--- src/rtm_pkg.sv ---
// Purpose: Shared constants and types for the receiver test mode controller.
// Assumes: 100 MHz symbol clock; registers addressed by their management index.
// Notes: Interrupt register offsets sit in an otherwise unused part of the map.
`default_nettype none

package rtm_pkg;

	// ------------------------------------------------------------------
	// Register map
	// ------------------------------------------------------------------
	localparam int ADDR_W = 5;
	localparam int DATA_W = 16;
	localparam logic [ADDR_W-1:0] REG_ROLE_CTRL = 5'h09;
	localparam logic [ADDR_W-1:0] REG_TEST_STAT = 5'h0A;
	localparam logic [ADDR_W-1:0] REG_IRQ_STAT = 5'h18;
	localparam logic [ADDR_W-1:0] REG_IRQ_CLR = 5'h19;
	localparam logic [ADDR_W-1:0] REG_IRQ_EN = 5'h1A;
	localparam logic [DATA_W-1:0] RD_ZERO = 16'h0000;

	// ------------------------------------------------------------------
	// Field layout
	// ------------------------------------------------------------------
	localparam int BIT_TEST_EN = 13;
	localparam int BIT_LOCK = 13;
	localparam int ERRCNT_W = 8;
	localparam int ERRCNT_LSB = 0;
	localparam logic [ERRCNT_W-1:0] ERRCNT_ZERO = 8'h00;
	localparam logic [ERRCNT_W-1:0] ERRCNT_ONE = 8'h01;
	localparam logic [ERRCNT_W-1:0] ERRCNT_MAX = 8'hFF;

	localparam int IRQ_W = 3;
	localparam int IRQ_LOCK_UP = 0;
	localparam int IRQ_LOCK_LOST = 1;
	localparam int IRQ_CNT_SAT = 2;
	localparam logic [IRQ_W-1:0] IRQ_NONE = 3'h0;

	// ------------------------------------------------------------------
	// Timing
	// ------------------------------------------------------------------
	localparam int CLK_MHZ = 100;
	localparam int RETRY_TIME_US = 10;
	localparam int RETRY_CYCLES = RETRY_TIME_US * CLK_MHZ;

	// ------------------------------------------------------------------
	// Types
	// ------------------------------------------------------------------
	typedef enum logic [1:0] {ST_OFF, ST_ACQ, ST_LOCKED} rtm_state_t;

	typedef struct packed {
		logic lock;
		logic sym_err;
	} rtm_rx_t;

	typedef struct packed {
		logic follower;
		logic send_idle;
		logic retrain;
	} rtm_ctl_t;

endpackage

`default_nettype wire
--- src/rtm_ctrl.sv ---
// Purpose: Receiver test mode control, lock status and idle error counting.
// Assumes: All inputs but arst_n_i synchronous to ref_clk_i; receiver reports lock and errors.
// Notes: The test mode may also be switched on by a pin for parts without management.
//
// Implementation choices: the plain strobed port and the address map.
`timescale 1ns/10ps
`default_nettype none

module rtm_ctrl
	import rtm_pkg::*;
#(
	parameter int RETRY_CYC = RETRY_CYCLES
)
(
	input wire logic ref_clk_i,
	input wire logic arst_n_i,
	input wire logic [ADDR_W-1:0] reg_addr_i,
	input wire logic [DATA_W-1:0] reg_wdata_i,
	input wire logic reg_wr_i,
	input wire logic reg_rd_i,
	output logic [DATA_W-1:0] reg_rdata_o,
	input wire logic alt_test_en_i,
	input wire logic neg_follower_i,
	input wire rtm_rx_t rx_i,
	output rtm_ctl_t ctl_o,
	output logic test_active_o,
	output logic lock_o,
	output logic [ERRCNT_W-1:0] err_cnt_o,
	output logic irq_o
);

	localparam int RC_W = $clog2(RETRY_CYC + 1);
	localparam logic [RC_W-1:0] RC_RELOAD = RC_W'(RETRY_CYC - 1);
	localparam logic [RC_W-1:0] RC_ZERO = RC_W'(0);
	localparam logic [RC_W-1:0] RC_ONE = RC_W'(1);
	localparam int GAP_MAX = RETRY_CYC - 1;

	logic test_en_r;
	logic alt_en_r;
	logic active;
	rtm_state_t state_r;
	logic lock_r;
	logic [ERRCNT_W-1:0] err_cnt_r;
	logic [RC_W-1:0] retry_cnt_r;
	logic [IRQ_W-1:0] irq_stat_r;
	logic [IRQ_W-1:0] irq_en_r;
	logic [IRQ_W-1:0] irq_set;
	logic [DATA_W-1:0] rdata_nxt;
	logic lock_up;
	logic lock_lost;
	logic cnt_sat;
	logic retrain_nxt;
	logic wr_role;

	// ------------------------------------------------------------------
	// Mode enable
	// ------------------------------------------------------------------
	assign wr_role = reg_wr_i && (reg_addr_i == REG_ROLE_CTRL);
	assign active = test_en_r || alt_en_r;

	// The enable bit changes only by an explicit write or reset, so only these or the pin falling with the bit clear drop the mode.
	always_ff @(posedge ref_clk_i or negedge arst_n_i)
	begin
		if (!arst_n_i)
		begin
			test_en_r <= 1'b0;
		end
		else if (wr_role)
		begin
			test_en_r <= reg_wdata_i[BIT_TEST_EN];
		end
	end

	// The pin is a level held by the tester; it is registered so that it stays a clean level.
	always_ff @(posedge ref_clk_i or negedge arst_n_i)
	begin
		if (!arst_n_i)
		begin
			alt_en_r <= 1'b0;
		end
		else
		begin
			alt_en_r <= alt_test_en_i;
		end
	end

	// ------------------------------------------------------------------
	// Receiver bring-up state machine
	// ------------------------------------------------------------------
	assign lock_up = active && (state_r == ST_ACQ) && rx_i.lock;
	assign lock_lost = active && (state_r == ST_LOCKED) && !rx_i.lock;
	assign cnt_sat = active && (state_r == ST_LOCKED) && rx_i.lock && rx_i.sym_err
		&& (err_cnt_r == (ERRCNT_MAX - ERRCNT_ONE));

	always_ff @(posedge ref_clk_i or negedge arst_n_i)
	begin
		if (!arst_n_i)
		begin
			state_r <= ST_OFF;
		end
		else if (!active)
		begin
			state_r <= ST_OFF;
		end
		else
		begin
			case (state_r)
				ST_OFF: state_r <= ST_ACQ;
				ST_ACQ:
					if (rx_i.lock)
					begin
						state_r <= ST_LOCKED;
					end
				ST_LOCKED:
					if (!rx_i.lock)
					begin
						state_r <= ST_ACQ;
					end
				default: state_r <= ST_OFF;
			endcase
		end
	end

	// Retries come on entry, on each loss and per interval, unlimited as settling may take long.
	assign retrain_nxt = (active && (state_r == ST_OFF)) || lock_lost
		|| (active && (state_r == ST_ACQ) && !rx_i.lock && (retry_cnt_r == RC_ZERO));

	always_ff @(posedge ref_clk_i or negedge arst_n_i)
	begin
		if (!arst_n_i)
		begin
			retry_cnt_r <= RC_ZERO;
		end
		else if (retrain_nxt || (state_r != ST_ACQ))
		begin
			retry_cnt_r <= RC_RELOAD;
		end
		else
		begin
			retry_cnt_r <= retry_cnt_r - RC_ONE;
		end
	end

	// ------------------------------------------------------------------
	// Lock status and error counter
	// ------------------------------------------------------------------
	always_ff @(posedge ref_clk_i or negedge arst_n_i)
	begin
		if (!arst_n_i)
		begin
			lock_r <= 1'b0;
		end
		else if (!active || lock_lost)
		begin
			lock_r <= 1'b0;
		end
		else if (lock_up)
		begin
			lock_r <= 1'b1;
		end
	end

	// The count is kept after a loss so that software can still read it.
	always_ff @(posedge ref_clk_i or negedge arst_n_i)
	begin
		if (!arst_n_i)
		begin
			err_cnt_r <= ERRCNT_ZERO;
		end
		else if (lock_up)
		begin
			err_cnt_r <= ERRCNT_ZERO;
		end
		else if (active && (state_r == ST_LOCKED) && rx_i.lock && rx_i.sym_err
			&& (err_cnt_r != ERRCNT_MAX))
		begin
			err_cnt_r <= err_cnt_r + ERRCNT_ONE;
		end
	end

	// ------------------------------------------------------------------
	// PHY control and status outputs
	// ------------------------------------------------------------------
	always_ff @(posedge ref_clk_i or negedge arst_n_i)
	begin
		if (!arst_n_i)
		begin
			ctl_o <= '0;
			test_active_o <= 1'b0;
			lock_o <= 1'b0;
			err_cnt_o <= ERRCNT_ZERO;
		end
		else
		begin
			ctl_o.follower <= active || neg_follower_i;
			ctl_o.send_idle <= active;
			ctl_o.retrain <= retrain_nxt;
			test_active_o <= active;
			lock_o <= lock_r;
			err_cnt_o <= err_cnt_r;
		end
	end

	// ------------------------------------------------------------------
	// Interrupts
	// ------------------------------------------------------------------
	always_comb
	begin
		irq_set = IRQ_NONE;
		irq_set[IRQ_LOCK_UP] = lock_up;
		irq_set[IRQ_LOCK_LOST] = lock_lost;
		irq_set[IRQ_CNT_SAT] = cnt_sat;
	end

	// A new event in the same cycle as its clear survives the clear.
	always_ff @(posedge ref_clk_i or negedge arst_n_i)
	begin
		if (!arst_n_i)
		begin
			irq_stat_r <= IRQ_NONE;
		end
		else if (reg_wr_i && (reg_addr_i == REG_IRQ_CLR))
		begin
			irq_stat_r <= (irq_stat_r & ~reg_wdata_i[IRQ_W-1:0]) | irq_set;
		end
		else
		begin
			irq_stat_r <= irq_stat_r | irq_set;
		end
	end

	always_ff @(posedge ref_clk_i or negedge arst_n_i)
	begin
		if (!arst_n_i)
		begin
			irq_en_r <= IRQ_NONE;
		end
		else if (reg_wr_i && (reg_addr_i == REG_IRQ_EN))
		begin
			irq_en_r <= reg_wdata_i[IRQ_W-1:0];
		end
	end

	always_ff @(posedge ref_clk_i or negedge arst_n_i)
	begin
		if (!arst_n_i)
		begin
			irq_o <= 1'b0;
		end
		else
		begin
			irq_o <= |(irq_stat_r & irq_en_r);
		end
	end

	// ------------------------------------------------------------------
	// Register read
	// ------------------------------------------------------------------
	always_comb
	begin
		rdata_nxt = RD_ZERO;
		if (reg_addr_i == REG_ROLE_CTRL)
		begin
			rdata_nxt[BIT_TEST_EN] = test_en_r;
		end
		else if (reg_addr_i == REG_TEST_STAT)
		begin
			rdata_nxt[BIT_LOCK] = lock_r;
			rdata_nxt[ERRCNT_LSB +: ERRCNT_W] = err_cnt_r;
		end
		else if (reg_addr_i == REG_IRQ_STAT)
		begin
			rdata_nxt[IRQ_W-1:0] = irq_stat_r;
		end
		else if (reg_addr_i == REG_IRQ_EN)
		begin
			rdata_nxt[IRQ_W-1:0] = irq_en_r;
		end
	end

	// Read data stand only in the cycle after the strobe and are zero otherwise.
	always_ff @(posedge ref_clk_i or negedge arst_n_i)
	begin
		if (!arst_n_i)
		begin
			reg_rdata_o <= RD_ZERO;
		end
		else if (reg_rd_i)
		begin
			reg_rdata_o <= rdata_nxt;
		end
		else
		begin
			reg_rdata_o <= RD_ZERO;
		end
	end

	// ------------------------------------------------------------------
	// Assertions
	// ------------------------------------------------------------------
	logic [RC_W:0] gap_cnt_r;
	always_ff @(posedge ref_clk_i or negedge arst_n_i)
	begin
		if (!arst_n_i)
		begin
			gap_cnt_r <= '0;
		end
		else if ((state_r != ST_ACQ) || ctl_o.retrain)
		begin
			gap_cnt_r <= '0;
		end
		else
		begin
			gap_cnt_r <= gap_cnt_r + 1'b1;
		end
	end
endmodule // rtm_ctrl

`default_nettype wire

--- config.mk ---
export PLATFORM = sky130hd
export DESIGN_NAME = rtm_ctrl
export DESIGN_NICKNAME = d
export VERILOG_FILES = /design/src/rtm_pkg.sv /design/src/rtm_ctrl.sv
export SDC_FILE = /design/constraint.sdc
export NUM_CORES = 1
export LEC_CHECK = 0
export BUFFER_PORTS_ARGS = -buffer_cell sky130_fd_sc_hd__buf_2
export CORE_MARGIN = 5
export CORE_UTILIZATION = 39
export DETAILED_ROUTE_END_ITERATION = 8
export HOLD_SLACK_MARGIN = 0.1
export SLEW_MARGIN = 30
export SYNTH_ARGS = -nofsm -noshare
export SYNTH_HDL_FRONTEND = slang
export SYNTH_SLANG_ARGS = --single-unit
export TNS_END_PERCENT = 10
--- constraint.sdc ---
create_clock -name ref_clk_i -period 1.8 [get_ports ref_clk_i]
set_input_delay 0.09 -clock ref_clk_i [delete_from_list [all_inputs] [get_ports ref_clk_i]]
set_output_delay 0.09 -clock ref_clk_i [all_outputs]
set_load 0.01 [all_outputs]
==> flow_metrics.env, run 1 <==
export IMPL_clkTransAtPathRegs_ns=0.09
export IMPL_std_cell_rows=27
export IMPL_synthFlopType="dfrtp_1"
export IMPL_avgSynthCellArea_um2=11.4
export IMPL_syn_inst=198
export IMPL_placedInstanceArea_um2=2520
export IMPL_yosysUniqueCellTypes=48
export IMPL_p_leak_nw=1.28
export IMPL_cts_made_buffers=5
export IMPL_crit_start="state_r[0]"
export IMPL_finClkSkew_ns=0.00469
export IMPL_yosysMostFrequentCell="dfrtp_1"
export IMPL_cts_tree="done"
export IMPL_ys_async_sr_fraction=1.00
export IMPL_viasPerCell=4.91
export IMPL_outcome="finished clean"
export IMPL_portBuffers=39
export IMPL_cts_root_buf="clkbuf_8"
export IMPL_grt_usage=0.125
export IMPL_synthToLayoutAreaGrowth_pct=22.6
export IMPL_period_needed_ns=1.63
export IMPL_clk_latency_ns=0.30
export IMPL_core_area_um2=5570
export IMPL_first_iter_violations=79
export IMPL_maxSlewHeadroom=0.647
export IMPL_max_freq_ghz=0.615
export IMPL_synth_edf_count=0
export IMPL_rrSetupSlack_ns=0.17
export IMPL_final_area_um2=2770
export IMPL_grt_pass1_vias=1618
export IMPL_r2r_start="state_r[0]"
export IMPL_fin_tns_setup_ns=0
export IMPL_clock_path_buffers=2
export IMPL_ys_warn_count=0
export IMPL_cts_sinks=51
export IMPL_post_cts_buffers=0
export IMPL_fin_nets=285
export IMPL_worstSetupPathType="reg -> reg"
export IMPL_yosysSeqAreaShare=0.566
export IMPL_cp_start_kind="flip-flop"
export IMPL_drc=0
export IMPL_period_share=0.903
export IMPL_hold_path_class="in -> reg"
export IMPL_ant_nets=0
export IMPL_drive_gt1_frac=0.241
export IMPL_worst_endpoint_required_ns=2.03
export IMPL_crit_arrival_ns=1.85
export IMPL_hold_start="rx_i[1]"
export IMPL_tightest_slew_ns=0.530
export IMPL_grt_pass1_wl_um=7480
export IMPL_wire_per_inst_um=13.2
export IMPL_die_y_um=86.1
export IMPL_setup_violations=0
export IMPL_synth_top_cells_by_area="dfrtp_1 57%, nand2_1 3.3%, buf_4 2.7%"
export IMPL_drv_cap=0
export IMPL_dpl_hpwl_um=3120
export IMPL_gp_congestion=0.791
export IMPL_overflow=0
export IMPL_synth_commonest_cells="51 x dfrtp_1, 20 x nand2_1, 11 x nor2_1, 8 x buf_4, 8 x inv_1"
export IMPL_htreeDepth=2
export IMPL_ys_ff_latch=51
export IMPL_vias=1597
export IMPL_antenna_found_initial=0
export IMPL_io_pins=59
export IMPL_start_util=0.405
export IMPL_end_kind="flip-flop"
export IMPL_drv_slew=0
export IMPL_hold_viol=0
export IMPL_dieArea_um2=7410
export IMPL_dp_cells=307
export IMPL_antenna_cells=0
export IMPL_yosys_area_top_type="dfrtp_1"
export IMPL_yosys_area_top_type_share=0.566
export IMPL_fill_cells=522
export IMPL_synth_cell_area_um2=2260
export IMPL_vdd_ir_drop_worst_v=0.000417
export IMPL_fp_dieW_um=86.1
export IMPL_grt_max_degree=29
export IMPL_power_density_nw_per_um2=915
export IMPL_first_pass_iters=4
export IMPL_drt_total_wl_um=4300
export IMPL_fin_cells=325
export IMPL_rsz0062_at_grt="no"
export IMPL_utilization=0.496
export IMPL_crit_fanout=9
[worst paths after layout]
path	end	depth (start not counted)
min reg2reg	lock_o	0
min	state_r[1]	3
max in group asynchronous	err_cnt_r[7]	3
max	err_cnt_r[3]	4
min in group asynchronous	irq_en_r[2]	2
max reg2reg	err_cnt_r[3]	4
[through the flow]
stage | power (W) | worst slack (ns) | hold WS, ns
after global routing | 0.00267 | 0.0163 | 0.134
after floorplan | 0.00150 | 0.245 | -0.206
final | 0.00253 | 0.175 | 0.128
after global placement | 0.00161 | 0.136 | 0.0947
after detailed placement | 0.00162 | 0.105 | 0.0996
after CTS | 0.00257 | 0.0724 | 0.116
[registers in the layout (all words and copies together), names as in the netlist]
name and cells:
err_cnt_r 8, ctl_o 2, reg_rdata_o 9, alt_en_r 1, irq_o 1, test_en_r 1, state_r 2, err_cnt_o 8
lock_r 1, irq_stat_r 3, retry_cnt_r 10, irq_en_r 3, lock_o 1, test_active_o 1
[area by class of cell]
type / count / area [um2] / area share
Timing Repair Buffer: 52 / 330 / 0.119
Multi-Input combinational cell: 133 / 900 / 0.325
Sequential cell: 51 / 1280 / 0.461
Tap cell: 72 / 90.1 / 0.0326
Clock inverter: 3 / 67.6 / 0.0244
Inverter: 9 / 33.8 / 0.0122
Clock buffer: 5 / 68.8 / 0.0249
[worst max-delay path, cell delays in order, from the launching register on]
cell and delay, ns:
dfrtp_1 0.44, and2b_2 0.27, nand4_4 0.17, or4_1 0.53, a21oi_1 0.15
[per-layer routing]
| layer | wire (um) | track usage | share of wire | vias to the layer above |
|---|---|---|---|---|
| li1 | - | - | - | 802 |
| met3 | 302 | 0.0317 | 0.070 | 5 |
| met5 | 0 | 0 | 0 | - |
| met4 | 43 | 0.0302 | 0.010 | 0 |
| met1 | 1960 | 0.161 | 0.46 | 746 |
| met2 | 1990 | 0.212 | 0.46 | 44 |
[kinds of logic (layout without fill, tap and decap cells)]
family / after synthesis / in the layout / synth area share
flip-flops: 51 / 51 / 0.566
other: 1 / 7 / 0.00166
adder cells (fa/ha/maj): 5 / 5 / 0.0266
AO/OA/AOI/OAI: 29 / 29 / 0.0904
AND/OR/NAND/NOR: 79 / 79 / 0.211
XOR/XNOR: 6 / 6 / 0.0233
multiplexers: 7 / 7 / 0.0333
buffers and inverters: 20 / 69 / 0.0477
[where the power goes]
group	internal [W]	switching (W)	leakage [nW]	total, W
Clock	0.000554	0.000372	0.0644	0.000926
Combinational	0.000139	0.000175	0.571	0.000315
Sequential	0.00123	0.0000596	0.643	0.00129
[cells in the final DEF (no fill, tap or decap), drive strengths merged, types with 4 or more instances in the layout]
cell type / n
ha: 4
conb: 7
xnor2: 5
o31ai: 4
nand2: 20
mux2: 4
buf: 42
a211oi: 5
nand4: 6
nand3: 4
nor2: 11
dfrtp: 51
inv: 9
or4: 4
a21oi: 4
nand2b: 5
clkbuf: 5
and3: 7
o21ai: 4
dlygate4sd3: 10
[what timing repair did]
item,4_1_cts,5_1_grt
gates resized for setup,0,1
endpoints found under the setup margin,0,5
hold endpoints to repair,35,0
hold buffers,10,0
No activity file was read; power rests on OpenSTA's default activity.
==> run 2, diff against run 1 <==
--- a/config.mk
+++ b/config.mk
@@ -10,6 +10,7 @@
 export CORE_UTILIZATION = 39
 export DETAILED_ROUTE_END_ITERATION = 8
 export HOLD_SLACK_MARGIN = 0.1
+export SETUP_SLACK_MARGIN = 0.3
 export SLEW_MARGIN = 30
 export SYNTH_ARGS = -nofsm -noshare
 export SYNTH_HDL_FRONTEND = slang
==> run 2 against run 1 <==
Net effect:
- clock power is 2% lower
- final cell count is 4.0% higher
- sequential power hardly changed
- routed wire length is 9.3% higher
- sequential share of layout area is 2.3 points lower
- first-iteration DRC count is 120% higher
==> flow_metrics.env, run 2 (synthesis results as in run 1) <==
export IMPL_grt_usage=0.136
export IMPL_final_common_cell="dfrtp_1"
export IMPL_dieArea_um2=7410
export IMPL_worst_endpoint_required_ns=2.02
export IMPL_dpl_hpwl_um=3210
export IMPL_crit_fanout=8
export IMPL_worst_slack_ns=0.269
export IMPL_fin_cells=338
export IMPL_worstSetupPathType="reg -> reg"
export IMPL_core_area_um2=5570
export IMPL_fp_dieW_um=86.1
export IMPL_drt_total_wl_um=4700
export IMPL_cts_tree="done"
export IMPL_tightest_slew_ns=0.571
export IMPL_grt_max_degree=28
export IMPL_fin_nets=298
export IMPL_antenna_cells=0
export IMPL_die_y_um=86.1
export IMPL_antenna_found_initial=0
export IMPL_power_density_nw_per_um2=874
export IMPL_setup_violations=0
export IMPL_drv_slew=0
export IMPL_hold_path_class="in -> reg"
export IMPL_max_freq_ghz=0.653
export IMPL_overflow=0
export IMPL_period_share=0.850
export IMPL_vdd_ir_drop_worst_v=0.000479
export IMPL_rrSetupSlack_ns=0.27
export IMPL_cp_start_kind="flip-flop"
export IMPL_gp_congestion=0.779
export IMPL_clkTransAtPathRegs_ns=0.09
export IMPL_first_pass_iters=4
export IMPL_crit_arrival_ns=1.75
export IMPL_largest_register="retry_cnt_r"
export IMPL_outcome="finished clean"
export IMPL_drive_gt1_frac=0.331
export IMPL_period_needed_ns=1.53
export IMPL_start_util=0.405
export IMPL_portBuffers=39
export IMPL_vias=1718
export IMPL_first_iter_violations=177
export IMPL_hold_start="reg_wr_i"
export IMPL_place_ws_ns=0.182
export IMPL_grt_pass1_vias=1688
export IMPL_wl_met3_um=308
export IMPL_crit_chain="and2b_2, nand4_4, or4_1, a21oi_1"
export IMPL_hold_slack_ns=0.131
export IMPL_cts_sinks=51
export IMPL_drc=0
export IMPL_p_leak_nw=1.36
export IMPL_finClkSkew_ns=0.00619
export IMPL_r2r_start="state_r[0]"
export IMPL_htreeDepth=2
export IMPL_largest_register_ffs=10
export IMPL_dp_cells=307
export IMPL_final_cell_mix="45 x dfrtp_1, 39 x buf_2, 20 x nand2_1"
export IMPL_end_kind="flip-flop"
export IMPL_slowest_delay_ns=0.53
export IMPL_clk_latency_ns=0.30
export IMPL_std_cell_rows=27
export IMPL_met1_length_um=2080
export IMPL_rsz0062_at_grt="yes"
export IMPL_met2WireLength_um=2250
export IMPL_ant_nets=0
export IMPL_cts_root_buf="clkbuf_8"
export IMPL_maxSlewHeadroom=0.620
export IMPL_cts_made_buffers=5
export IMPL_synthToLayoutAreaGrowth_pct=29.7
export IMPL_viasPerCell=5.08
export IMPL_top_layer_used="met4"
export IMPL_fin_tns_setup_ns=0
export IMPL_top_regs="retry_cnt_r x10, reg_rdata_o x9"
export IMPL_slowest_stage="or4_1"
export IMPL_io_pins=59
export IMPL_clock_path_buffers=2
export IMPL_utilization=0.525
export IMPL_grt_pass1_wl_um=8000
export IMPL_hold_viol=0
export IMPL_fill_cells=519
export IMPL_crit_start="state_r[0]"
export IMPL_wire_per_inst_um=13.9
export IMPL_drv_cap=0
## run 2: cell count changes in the layout (fill, tap and decap cells not counted), moves of 2 or more
cell     delta
buf_4      +11
dfrtp_1     -6
dfrtp_2     +6
buf_6       +2
## run 2: final cells by class
cell class	instances	area (um2)	area share
sequential	51	1280	0.439
multi-input combinational	133	951	0.325
timing repair buffer	65	435	0.149
tap	72	90.1	0.0308
clock buffer	6	72.6	0.0248
clock inverter	2	60.1	0.0205
inverter	9	33.8	0.0115
## run 2: what timing repair did
item,CTS,global route
hold buffers,10,0
pin swaps,2,5
endpoints found under the setup margin,8,22
gates resized for setup,1,19
hold endpoints to repair,37,0
buffers inserted,5,8
## run 2: layer usage
layer,vias to the layer above,track usage
met4,0,0.0403
met5,-,0
met2,48,0.226
li1,822,-
met3,6,0.0336
met1,842,0.175
## run 2: critical path: cells and delay by family (launching register included)
kind | cells | cell delay, ns
compound gates | 1 | 0.15
flops | 1 | 0.39
simple gates | 3 | 0.92
## run 2: worst paths after layout
check	end	cells after the start
max	err_cnt_r[3]	4
min	test_en_r	3
max reg2reg	err_cnt_r[3]	4
min reg2reg	lock_o	0
max in group asynchronous	err_cnt_r[7]	3
min in group asynchronous	irq_o	2
## run 2: metrics by stage
step,total power (W),instance area (um2)
floorplan,0.00150,2280
global placement,0.00161,2530
detailed placement,0.00162,2530
CTS,0.00258,2810
global route,0.00271,2930
finish,0.00256,2930
## run 2: power breakdown
group / switching [W] / leakage (nW) / internal, W
registers: 0.0000578 / 0.633 / 0.00123
logic: 0.000195 / 0.659 / 0.000163
clock network: 0.000355 / 0.0654 / 0.000555
total: 0.000608 / 1.36 / 0.00195
==> run 3, diff against run 2 <==
--- a/config.mk
+++ b/config.mk
@@ -10,6 +10,7 @@
 export CORE_UTILIZATION = 39
 export DETAILED_ROUTE_END_ITERATION = 8
 export HOLD_SLACK_MARGIN = 0.1
+export RECOVER_POWER = 25
 export SETUP_SLACK_MARGIN = 0.3
 export SLEW_MARGIN = 30
 export SYNTH_ARGS = -nofsm -noshare
==> run 3 against run 2 <==
Net effect:
- global-route usage did not move
- largest cell class unchanged
- setup slack got worse by 0.12 ns
- maximum frequency fell by 7.3%
- non-clock buffer count did not move
- design area fell by 0.90%
- die area did not move
- clock power barely moved
- critical endpoint is now err_cnt_r[5]
- critical path depth did not move
- sequential power barely moved
- count of clock-buffer cells in the layout did not move
- sequential cell count did not move
- critical path type unchanged
- hold slack got worse by 0.0034 ns
==> flow_metrics.env, run 3 (synthesis results as in run 1) <==
export IMPL_synthToLayoutAreaGrowth_pct=28.6
export IMPL_dpl_hpwl_um=3210
export IMPL_max_freq_ghz=0.606
export IMPL_gp_congestion=0.779
export IMPL_io_pins=59
export IMPL_start_util=0.405
export IMPL_p_leak_nw=1.35
export IMPL_vias=1727
export IMPL_die_y_um=86.1
export IMPL_cts_root_buf="clkbuf_8"
export IMPL_power_density_nw_per_um2=879
export IMPL_grt_pass1_vias=1688
export IMPL_drv_cap=0
export IMPL_crit_chain="clkbuf_1, nand4_1, or4_4, a21oi_2"
export IMPL_clkTransAtPathRegs_ns=0.09
export IMPL_top_regs="retry_cnt_r x10, reg_rdata_o x9"
export IMPL_dieArea_um2=7410
export IMPL_crit_fanout=7
export IMPL_cts_tree="done"
export IMPL_worstSetupPathType="reg -> reg"
export IMPL_finClkSkew_ns=0.00708
export IMPL_final_cell_mix="50 x dfrtp_1, 38 x buf_2, 20 x nand2_1"
export IMPL_maxSlewHeadroom=0.620
export IMPL_setup_violations=0
export IMPL_period_share=0.917
export IMPL_slowest_delay_ns=0.55
export IMPL_core_area_um2=5570
export IMPL_drive_gt1_frac=0.297
export IMPL_crit_family="simple AND/OR/NAND/NOR gates"
export IMPL_fp_dieW_um=86.1
export IMPL_hold_viol=0
export IMPL_worst_endpoint_required_ns=2.03
export IMPL_antenna_cells=0
export IMPL_drc=0
export IMPL_final_common_cell="dfrtp_1"
export IMPL_largest_register_ffs=10
export IMPL_portBuffers=39
export IMPL_tightest_slew_ns=0.570
export IMPL_overflow=0
export IMPL_cp_start_kind="flip-flop"
export IMPL_drv_slew=0
export IMPL_vdd_ir_drop_worst_v=0.000479
export IMPL_first_pass_iters=4
export IMPL_viasPerCell=5.11
export IMPL_cts_made_buffers=5
export IMPL_slowest_stage="or4_4"
export IMPL_rsz0062_at_grt="yes"
export IMPL_wire_per_inst_um=13.9
export IMPL_grt_max_degree=28
export IMPL_clock_path_buffers=2
export IMPL_grt_usage=0.136
export IMPL_total_power_w=0.00255
export IMPL_first_iter_violations=183
export IMPL_ant_nets=0
export IMPL_antenna_found_initial=0
export IMPL_drt_total_wl_um=4700
export IMPL_period_needed_ns=1.65
export IMPL_clk_latency_ns=0.30
export IMPL_cp_num_buf_inv=1
export IMPL_fill_cells=525
export IMPL_crit_arrival_ns=1.88
export IMPL_grt_pass1_wl_um=8000
export IMPL_fin_tns_setup_ns=0
export IMPL_end_kind="flip-flop"
export IMPL_fin_nets=298
export IMPL_cts_sinks=51
export IMPL_htreeDepth=2
export IMPL_outcome="finished clean"
export IMPL_largest_register="retry_cnt_r"
export IMPL_hold_path_class="in -> reg"
export IMPL_std_cell_rows=27
run 3: cell types whose count changed in the layout (fill, tap and decap cells not counted), sizes merged:
cell and change:
buf -4, clkbuf +4
run 3: final cells by class:
cell class                      count  area (um2)  share of cell area
Sequential cell                    51        1280               0.440
Multi-Input combinational cell    133         951               0.328
Clock buffer                        6        72.6              0.0250
Inverter                            9        33.8              0.0116
Clock inverter                      2        60.1              0.0207
Timing Repair Buffer               65         415               0.143
Tap cell                           72        90.1              0.0311
run 3: stage by stage:
| stage | std cells | setup slack, ns | util | hold slack, ns | area (um2) |
|---|---|---|---|---|---|
| finish | 338 | 0.150 | 0.520 | 0.128 | 2900 |
| global route | 338 | 0.0886 | 0.520 | 0.119 | 2900 |
| CTS | 330 | 0.239 | 0.503 | 0.122 | 2810 |
| detailed placement | 307 | 0.182 | 0.454 | 0.112 | 2530 |
| global placement | 307 | 0.200 | 0.454 | 0.115 | 2530 |
| floorplan | 204 | 0.252 | - | -0.206 | 2280 |
run 3: path summary, 6_finish.rpt:
path                               from             end  slack (ns)  cells past startpoint
max                        err_cnt_r[0]    err_cnt_r[5]        0.15                      4
min                            reg_wr_i       test_en_r        0.13                      3
max reg2reg                err_cnt_r[0]    err_cnt_r[5]        0.15                      4
min reg2reg                      lock_r          lock_o        0.43                      0
max in group asynchronous      arst_n_i  retry_cnt_r[3]        0.95                      3
min in group asynchronous      arst_n_i           irq_o        0.31                      2
run 3: worst reg2reg max path, cell delays in order, from the launching register on:
cell and delay [ns]:
dfrtp_1 0.40, clkbuf_1 0.31, nand4_1 0.19, or4_4 0.55
a21oi_2 0.14
run 3: power by group:
group,switching [W],leakage [nW],internal (W)
clock network,0.000356,0.0654,0.000555
registers,0.0000563,0.641,0.00123
logic,0.000195,0.642,0.000156
run 3: layer usage:
layer	share of wire	global-route usage	up-vias	routed length, um
li1	-	-	820	-
met5	0	0	-	0
met1	0.44	0.175	848	2060
met3	0.065	0.0336	6	305
met2	0.48	0.226	53	2270
met4	0.013	0.0403	0	61
run 3: repair_timing:
item / 4_1_cts / 5_1_grt
pin swaps: 2 / 5
setup endpoints to repair: 8 / 22
resized for setup: 1 / 19
buffers inserted: 5 / 8
hold buffers: 10 / 0
endpoints found under the hold margin: 37 / 0
